`config.mk`:
```
export PLATFORM = sky130hd
export DESIGN_NAME = chop_ctrl
export DESIGN_NICKNAME = d
export VERILOG_FILES = /design/src/chop_pkg.sv /design/src/chop_ctrl.sv
export SDC_FILE = /design/constraint.sdc
export NUM_CORES = 1
export LEC_CHECK = 0
export BUFFER_PORTS_ARGS = -buffer_cell sky130_fd_sc_hd__buf_2
export CORE_ASPECT_RATIO = 1.1
export CORE_MARGIN = 2
export CORE_UTILIZATION = 43
export DETAILED_ROUTE_END_ITERATION = 16
export PLACE_DENSITY = 0.76
export SETUP_SLACK_MARGIN = 0.3
export SYNTH_ARGS = -nofsm -noshare
export SYNTH_HDL_FRONTEND = slang
export SYNTH_SLANG_ARGS = --single-unit
export TNS_END_PERCENT = 1
```
`constraint.sdc`:
```
create_clock -name CLOCK_I -period 1.85 [get_ports CLOCK_I]
set_input_delay 0.37 -clock CLOCK_I [delete_from_list [all_inputs] [get_ports CLOCK_I]]
set_output_delay 0.37 -clock CLOCK_I [all_outputs]
set_load 0.02 [all_outputs]
```
`src/chop_pkg.sv`:
```
/*
 * Shared constants and types for the two-winding bridge chopper control.
 * Assumes a single 250 MHz system clock; the RC oscillator arrives as a pin.
 */
package chop_pkg;

   localparam int unsigned CLK_MHZ          = 250;
   localparam int unsigned OSC_PER_CHOP     = 8;
   localparam int unsigned FAST_OSC_CYCLES  = 3;   // 3 of 8 = 37.5 %
   localparam int unsigned OCP_DEAD_CYCLES  = 4;
   localparam int unsigned PUMP_PHASE_OSC   = 1;
   localparam logic [2:0]  PHASE_RESET      = 3'h0;
   localparam logic [2:0]  DEAD_RESET       = 3'h0;
   localparam logic [3:0]  GATES_OFF        = 4'h0;

   // Apb register map
   localparam logic [11:0] CTRL_ADDR        = 12'h000;
   localparam logic [11:0] STATUS_ADDR      = 12'h004;
   localparam int unsigned CTRL_STANDBY_N   = 0;
   localparam int unsigned CTRL_TWO_PHASE   = 1;
   localparam logic [31:0] CTRL_RESET       = 32'h0000_0000;
   localparam logic [31:0] STATUS_RESET     = 32'h0000_0000;

   // Status word field positions
   localparam int unsigned STAT_PHASE_LSB   = 0;
   localparam int unsigned STAT_HALTED      = 3;
   localparam int unsigned STAT_STATE_A_LSB = 4;
   localparam int unsigned STAT_STATE_B_LSB = 6;
   localparam int unsigned STAT_SHUTDOWN    = 8;
   localparam int unsigned STAT_UNDERVOLT   = 9;
   localparam int unsigned STAT_PUMP_RUN    = 10;

   typedef enum logic [1:0] {
      ST_OFF,
      ST_CHARGE,
      ST_SLOW,
      ST_FAST
   } bridge_state_type;

   // Gate set of one winding: high_side_left, high_side_right, low_side_left, low_side_right
   typedef struct packed {
      logic high_side_left;
      logic high_side_right;
      logic low_side_left;
      logic low_side_right;
   } gates_type;

   typedef struct packed {
      logic enable;
      logic phase;
      logic current_trip;
   } winding_in_type;

endpackage : chop_pkg

```
`src/chop_ctrl.sv`:
```
/*
 * Chopper control for a two-winding bipolar stepper bridge, with charge pump
 * sequencing, overcurrent shutdown and supply-monitor reset, plus an APB slave.
 * Assumes all pins except APB are asynchronous and are double-registered here.
 */
// Functional notes
// - Forward current: charge is upper-left+lower-right, slow is both lowers, fast is upper-right+lower-left.
// - Reverse current: charge is upper-right+lower-left, slow is both lowers, fast is upper-left+lower-right.
// - Charge, slow and fast decay follow each other automatically to hold current constant.
// - Enable low turns all four switches of that winding off together.
// - Decay is done with switches actively on so body diodes carry no current.
// - One chopping period is eight oscillator cycles.
// - Overcurrent is ignored for a four-cycle dead time and shuts down within five cycles plus sync.
// - Undervoltage on either supply while the other is present applies internal reset, outputs off.
// - After reset the pump runs switch one on then switch two on, stopping once boosted enough.
// - When the pumped level drops the pump resumes its two-step sequence.
// - After overcurrent shutdown the part stays off with pump halted until standby goes low then high.
// - The mixed-decay fraction is 37.5 percent of the chopping period.
`timescale 1ns/100ps
module chop_ctrl
   import chop_pkg::*;
(
   input  wire logic                    CLOCK_I,
   input  wire logic                    ARST_N_I,
   input  wire logic                    OSC_I,
   input  wire logic                    STANDBY_N_I,
   input  wire chop_pkg::winding_in_type WIND_A_I,
   input  wire chop_pkg::winding_in_type WIND_B_I,
   input  wire logic                    OVERCURRENT_I,
   input  wire logic                    LOGIC_SUPPLY_TRIP_I,
   input  wire logic                    MOTOR_SUPPLY_TRIP_I,
   input  wire logic                    PUMP_LOW_I,
   input  wire logic                    PSEL_I,
   input  wire logic                    PENABLE_I,
   input  wire logic                    PWRITE_I,
   input  wire logic [11:0]             PADDR_I,
   input  wire logic [31:0]             PWDATA_I,
   output logic [31:0]                  PRDATA_O,
   output logic                         PREADY_O,
   output logic                         PSLVERR_O,
   output chop_pkg::gates_type          GATES_A_O,
   output chop_pkg::gates_type          GATES_B_O,
   output logic                         PUMP_SWITCH_FIRST_O,
   output logic                         PUMP_SWITCH_SECOND_O,
   output logic                         OVERCURRENT_SHUTDOWN_O
);
   import chop_pkg::*;

   logic                rst_meta_q;
   logic                rst_sync_q;
   logic                rst_n;

   always_ff @(posedge CLOCK_I or negedge ARST_N_I) begin
      if (!ARST_N_I) begin
         rst_meta_q <= 1'b0;
         rst_sync_q <= 1'b0;
      end else begin
         rst_meta_q <= 1'b1;
         rst_sync_q <= rst_meta_q;
      end
   end
   assign rst_n = rst_sync_q;

   // Two-flop synchronisers for every pin input except APB
   localparam int unsigned NSYNC = 12;
   logic [NSYNC-1:0]    pin_raw;
   logic [NSYNC-1:0]    pin_meta_q;
   logic [NSYNC-1:0]    pin_q;

   assign pin_raw = {OSC_I, STANDBY_N_I, WIND_A_I, WIND_B_I, OVERCURRENT_I,
                     LOGIC_SUPPLY_TRIP_I, MOTOR_SUPPLY_TRIP_I, PUMP_LOW_I};

   always_ff @(posedge CLOCK_I or negedge rst_n) begin
      if (!rst_n) begin
         pin_meta_q <= '0;
         pin_q      <= '0;
      end else begin
         pin_meta_q <= pin_raw;
         pin_q      <= pin_meta_q;
      end
   end

   logic                osc_s;
   logic                standby_n_s;
   winding_in_type      wind_a_s;
   winding_in_type      wind_b_s;
   logic                overcurrent_s;
   logic                logic_trip_s;
   logic                motor_trip_s;
   logic                pump_low_s;

   assign {osc_s, standby_n_s, wind_a_s, wind_b_s, overcurrent_s,
           logic_trip_s, motor_trip_s, pump_low_s} = pin_q;

   // Register bus
   logic [31:0]         ctrl_q;
   logic                apb_wr;
   logic                apb_rd;
   logic                addr_ok;

   assign addr_ok = (PADDR_I == CTRL_ADDR) || (PADDR_I == STATUS_ADDR);
   assign apb_wr  = PSEL_I && PENABLE_I && PWRITE_I && PREADY_O;
   assign apb_rd  = PSEL_I && !PENABLE_I && !PWRITE_I;

   // Internal reset: either supply monitor, or software/pin standby
   logic                uv_reset;
   logic                standby_req;
   assign uv_reset    = logic_trip_s || motor_trip_s;
   assign standby_req = !standby_n_s || !ctrl_q[CTRL_STANDBY_N];

   // Oscillator edge and position inside the chopping period
   logic                osc_last_q;
   logic                osc_tick;
   logic [2:0]          phase_q;

   always_ff @(posedge CLOCK_I or negedge rst_n) begin
      if (!rst_n) begin
         osc_last_q <= 1'b0;
      end else begin
         osc_last_q <= osc_s;
      end
   end
   assign osc_tick = osc_s && !osc_last_q;

   always_ff @(posedge CLOCK_I or negedge rst_n) begin
      if (!rst_n) begin
         phase_q <= PHASE_RESET;
      end else if (osc_tick) begin
         phase_q <= phase_q + 3'h1;
      end
   end

   logic                period_start;
   logic                fast_window;
   assign period_start = osc_tick && (phase_q == 3'(OSC_PER_CHOP - 1));
   assign fast_window  = phase_q >= 3'(OSC_PER_CHOP - FAST_OSC_CYCLES);

   // Overcurrent latch with dead time counted in oscillator cycles
   logic [2:0]          dead_q;
   logic                shutdown_q;
   logic                standby_prev_q;

   always_ff @(posedge CLOCK_I or negedge rst_n) begin
      if (!rst_n) begin
         dead_q <= DEAD_RESET;
      end else if (!overcurrent_s || shutdown_q) begin
         dead_q <= DEAD_RESET;
      end else if (osc_tick && dead_q != 3'(OCP_DEAD_CYCLES + 1)) begin
         dead_q <= dead_q + 3'h1;
      end
   end

   always_ff @(posedge CLOCK_I or negedge rst_n) begin
      if (!rst_n) begin
         standby_prev_q <= 1'b1;
      end else begin
         standby_prev_q <= standby_req;
      end
   end

   // Latched until standby goes active and then releases again
   // The first counted edge only closes a partial cycle, so one extra edge
   // keeps the dead time at four whole oscillator cycles at the least
   always_ff @(posedge CLOCK_I or negedge rst_n) begin
      if (!rst_n) begin
         shutdown_q <= 1'b0;
      end else if (dead_q == 3'(OCP_DEAD_CYCLES + 1)) begin
         shutdown_q <= 1'b1;
      end else if (standby_prev_q && !standby_req) begin
         shutdown_q <= 1'b0;
      end
   end

   logic                halted;
   assign halted = uv_reset || standby_req || shutdown_q;

   // Per-winding chopper state
   function automatic gates_type map_gates(input bridge_state_type st, input logic fwd);
      gates_type g;
      g = GATES_OFF;
      unique case (st)
         ST_OFF:    g = GATES_OFF;
         ST_CHARGE: g = fwd ? 4'b1001 : 4'b0110;
         ST_SLOW:   g = 4'b0011;
         ST_FAST:   g = fwd ? 4'b0110 : 4'b1001;
      endcase
      return g;
   endfunction : map_gates

   function automatic bridge_state_type next_state(input bridge_state_type st,
                                                   input winding_in_type  w);
      bridge_state_type n;
      n = st;
      if (!w.enable) begin
         n = ST_OFF;
      end else if (period_start) begin
         n = ST_CHARGE;
      end else if (fast_window) begin
         n = ST_FAST;
      end else if (st == ST_CHARGE && w.current_trip) begin
         n = ST_SLOW;
      end else if (st == ST_OFF) begin
         n = ST_CHARGE;
      end
      return n;
   endfunction : next_state

   bridge_state_type    st_a_q;
   bridge_state_type    st_b_q;

   // Windings run independently but share the period, so both chop in step
   always_ff @(posedge CLOCK_I or negedge rst_n) begin
      if (!rst_n) begin
         st_a_q <= ST_OFF;
      end else if (halted) begin
         st_a_q <= ST_OFF;
      end else begin
         st_a_q <= next_state(st_a_q, wind_a_s);
      end
   end

   always_ff @(posedge CLOCK_I or negedge rst_n) begin
      if (!rst_n) begin
         st_b_q <= ST_OFF;
      end else if (halted) begin
         st_b_q <= ST_OFF;
      end else begin
         st_b_q <= next_state(st_b_q, wind_b_s);
      end
   end

   // Gates registered from the state; phase picks the mapping
   always_ff @(posedge CLOCK_I or negedge rst_n) begin
      if (!rst_n) begin
         GATES_A_O <= GATES_OFF;
      end else if (halted) begin
         GATES_A_O <= GATES_OFF;
      end else begin
         GATES_A_O <= map_gates(st_a_q, wind_a_s.phase);
      end
   end

   always_ff @(posedge CLOCK_I or negedge rst_n) begin
      if (!rst_n) begin
         GATES_B_O <= GATES_OFF;
      end else if (halted) begin
         GATES_B_O <= GATES_OFF;
      end else begin
         GATES_B_O <= map_gates(st_b_q, wind_b_s.phase);
      end
   end

   // Charge pump: alternate while the pumped level is low, one oscillator cycle per step
   logic                pump_step_q;
   logic                pump_run_q;

   always_ff @(posedge CLOCK_I or negedge rst_n) begin
      if (!rst_n) begin
         pump_run_q  <= 1'b0;
         pump_step_q <= 1'b0;
      end else if (halted) begin
         pump_run_q  <= 1'b0;
         pump_step_q <= 1'b0;
      end else if (osc_tick) begin
         if (!pump_run_q) begin
            pump_run_q  <= pump_low_s;
            pump_step_q <= 1'b0;
         end else if (pump_step_q) begin
            pump_run_q  <= pump_low_s;
            pump_step_q <= 1'b0;
         end else begin
            pump_step_q <= 1'b1;
         end
      end
   end

   // Both switches come from one step bit, so they can never overlap
   always_ff @(posedge CLOCK_I or negedge rst_n) begin
      if (!rst_n) begin
         PUMP_SWITCH_FIRST_O  <= 1'b0;
         PUMP_SWITCH_SECOND_O <= 1'b0;
      end else begin
         PUMP_SWITCH_FIRST_O  <= pump_run_q && !halted && !pump_step_q;
         PUMP_SWITCH_SECOND_O <= pump_run_q && !halted && pump_step_q;
      end
   end

   always_ff @(posedge CLOCK_I or negedge rst_n) begin
      if (!rst_n) begin
         OVERCURRENT_SHUTDOWN_O <= 1'b0;
      end else begin
         OVERCURRENT_SHUTDOWN_O <= shutdown_q;
      end
   end

   // Apb: zero-wait writes and reads; read data is registered in the setup cycle
   always_ff @(posedge CLOCK_I or negedge rst_n) begin
      if (!rst_n) begin
         ctrl_q <= CTRL_RESET;
      end else if (apb_wr && PADDR_I == CTRL_ADDR) begin
         ctrl_q <= {30'h0, PWDATA_I[CTRL_TWO_PHASE], PWDATA_I[CTRL_STANDBY_N]};
      end
   end

   // Status word built field by field so the layout lives in the package
   logic [31:0]         status_word;

   always_comb begin
      status_word                        = STATUS_RESET;
      status_word[STAT_PHASE_LSB +: 3]   = phase_q;
      status_word[STAT_HALTED]           = halted;
      status_word[STAT_STATE_A_LSB +: 2] = st_a_q;
      status_word[STAT_STATE_B_LSB +: 2] = st_b_q;
      status_word[STAT_SHUTDOWN]         = shutdown_q;
      status_word[STAT_UNDERVOLT]        = uv_reset;
      status_word[STAT_PUMP_RUN]         = pump_run_q;
   end

   // Ready follows every setup cycle, so the access phase never stretches
   always_ff @(posedge CLOCK_I or negedge rst_n) begin
      if (!rst_n) begin
         PREADY_O  <= 1'b0;
         PSLVERR_O <= 1'b0;
      end else begin
         PREADY_O  <= PSEL_I && !PENABLE_I;
         PSLVERR_O <= PSEL_I && !PENABLE_I && !addr_ok;
      end
   end

   always_ff @(posedge CLOCK_I or negedge rst_n) begin
      if (!rst_n) begin
         PRDATA_O <= 32'h0000_0000;
      end else if (apb_rd) begin
         unique case (PADDR_I)
            CTRL_ADDR:   PRDATA_O <= ctrl_q;
            STATUS_ADDR: PRDATA_O <= status_word;
            default:     PRDATA_O <= 32'h0000_0000;
         endcase
      end
   end

endmodule : chop_ctrl

```
==> flow_summary.toml <==
[run_status]
status = "completed"

[synthesis]
syn_area_mm2 = 0.00258
yosysWarnings = 0
synth_edf_count = 0
synthCells = 197
syn_area_per_cell_um2 = 13.1
ys_async_sr_fraction = 1.00
synth.distinct_cells = 36
yosysTopAreaCellShare = 0.641
synth-seq-cells = 67
synth.yosys.seq_area_share = 0.651
synth_largest_area_cell = "dfrtp_1"
synthTopCellsByArea = "dfrtp_1 (64%), buf_4 (6.1%), a22o_1 (3.1%), nand2_1 (2.8%), ha_1 (2.4%)"
synth_ff_type = "dfrtp_1"

[clock_network]
numCtsBuffers = 9
htree_levels = 3
clockBufferDepth = 2
clkTransAtPathRegs_ns = 0.07
cts_tree = "yes"
clk-insertion-delay-late_ns = 0.33
clock-root-buffer = "clkbuf_8"
cts.sinks = 67

[global_routing]
gr-total-overflow = 0
antenna_found_initial = 0
grt_pass1_wl_um = 7120
grt_start_max_net_pins = 66
grt_pass1_vias = 1553
grt.total_usage = 0.141

[sta]
hold_ws_ns = 0.144
finalCritPeriodShare = 0.800
fmax_mhz = 675
rsz0062_at_grt = "no"
period_minus_slack_ns = 1.48
skew_ns = 0.00936
hold_viol = 0
maxSlewHeadroom = 0.634
setup_viol = 0
tightest_slew_ns = 0.549
maxSlewViolCount = 0

[worst_setup_path]
crit_buf_inv = 1
startpoint = "PADDR_I[1]"
crit_arrival_ns = 1.70
cpPeakStageDelay_ns = 0.53
worstSetupPathType = "input port to register"
crit_chain = "buf_2 > or4_4 > nand3b_4 > nor3_4 > mux2_1"
cp-end-kind = "register"
crit_path_max_fanout = 5
r2r-start = "pin_q[1]"
reg2reg_slack_ns = 0.43
critical-path-slowest-cell = "or4_4"
worstPathRequired_ns = 2.07
critical_path.top_delay_family = "simple AND/OR/NAND/NOR gates"
critPathLaunchType = "input port"

[floorplan]
die_width_um = 77.8
start_util = 0.447
fp.coreArea_mm2 = 0.00577
die_h_um = 85.2
ios = 106
dieArea_mm2 = 0.00663
row_count = 29

[power_and_ir_drop]
vdd_drop_max_v = 0.000488
p_leak_uw = 0.00159
power_density_mw_per_mm2 = 1010

[min_path]
worstHoldStart = "WIND_B_I[1]"
hold_class = "input port to register"

[routing]
drt_iter0_drc = 108
vias = 1563
wl_per_cell_um = 12.3
ant_nets = 0
drtPass1Iterations = 4
drcViolationCount = 0
routed_wl_um = 4210
routed_via_density = 4.57

[placed_design]
numPortBuffers = 54
dp_hpwl_um = 2870
gp_congestion = 0.791

[layout]
fin_util = 0.537
area_growth_syn_to_layout_pct = 20.2
drive_gt1_frac = 0.298
fin_nets = 326
antennaDiodeCount = 0

[job]
max_cap_violations = 0
[cell type report]
class	instances	area (µm²)
Timing Repair Buffer	58	315
Inverter	2	7.51
Clock buffer	11	131
Multi-Input combinational cell	122	790
Sequential cell	67	1680
Clock inverter	5	77.6
Fill cell	494	2670
Tap cell	77	96.3
[state kept, by name, indices dropped and copies added, names as in the netlist, 2 cells and up]
signal / cells
st_a_q: 2
GATES_A_O: 4
pin_q: 12
PRDATA_O: 11
phase_q: 3
dead_q: 3
st_b_q: 2
GATES_B_O: 4
pin_meta_q: 12
ctrl_q: 2
[per-layer routing]
metal	vias up	track usage	routed length, µm
li1	749	-	-
met1	733	0.174	1790
met2	72	0.221	2010
met3	9	0.0394	316
met4	0	0.0828	88
met5	-	0	0
[power by group]
| part | leakage [µW] | total [µW] | switching (µW) | internal, µW |
|---|---|---|---|---|
| sequential | 0.000860 | 1600 | 62.0 | 1540 |
| clock | 0.000103 | 1270 | 513 | 755 |
| combinational | 0.000629 | 273 | 166 | 107 |
[stage by stage]
step	power (µW)	cells	setup slack [ns]	instance area (µm²)	TNS [ns]
finish	3140	342	0.369	3100	0
global route	3290	342	0.304	3100	0
CTS	3180	342	0.321	3100	0
detailed placement	1900	325	-0.0403	2880	-0.0708
global placement	1890	325	-0.0239	2880	-0.0468
floorplan	1840	217	0.101	2650	0
[worst reg2reg max path, cell delays in order, from the launching register on]
cell and delay (ns):
dfrtp_1 0.35, or2_2 0.32, or3_1 0.44, nor3b_1 0.22
[synthesized netlist by cell type (2+ instances only)]
library cell	count
nor2b_1	4
nor2_1	9
mux2i_1	4
a211oi_1	3
dfrtp_1	66
nor3_4	2
conb_1	2
xnor2_1	4
a22o_1	9
mux2_1	2
clkbuf_1	5
o31ai_1	3
nand2_1	19
nor3_1	3
buf_4	21
nand2b_1	3
a21oi_1	6
nor3b_1	3
and3_1	3
ha_1	5
nand3b_1	2
xor2_1	4
inv_1	2
[path summary, 6_finish.rpt]
| path | endpoint | cells after the start |
|---|---|---|
| worst max-delay path | ctrl_q[1] | 5 |
| worst min-delay path | pin_meta_q[5] | 1 |
| worst max register to register | PUMP_SWITCH_FIRST_O | 3 |
| worst min register to register | GATES_A_O[2] | 1 |
| max in group asynchronous | standby_prev_q | 1 |
| min in group asynchronous | GATES_A_O[2] | 1 |
[repair_timing]
action / in CTS / in global routing
endpoints found under the hold margin: 2 / 0
resized for setup: 0 / 0
setup buffers: 0 / 0
endpoints found under the setup margin: 0 / 2
hold buffers: 1 / 0
[cell families (layout without fill, tap and decap cells)]
group	Yosys count	in the layout	share of synthesized area
flops	67	67	0.651
simple gates	57	57	0.131
buf+inv	28	76	0.0714
compound gates	24	24	0.0680
xor+xnor	8	8	0.0272
mux	6	6	0.0243
fa+ha+maj	5	5	0.0243
other cells	2	22	0.00292
[placed cells by master, fill, tap and decap left out, types with 2 or more instances in the layout]
master,n
buf_4,2
ha_1,5
buf_2,54
mux2_1,2
clkbuf_8,9
xnor2_1,4
nand2_1,19
dfrtp_1,65
inv_1,2
bufinv_16,2
nor2_1,9
o31ai_1,3
xor2_1,4
and3_1,3
nor2b_1,4
a21oi_1,6
clkinv_2,2
clkbuf_1,2
nor3_1,3
nor3b_1,3
nor3_4,2
conb_1,22
a211oi_1,3
mux2i_1,4
nand3b_1,2
a22o_1,9
nand2b_1,3
Power figures use the tool's default switching activity.
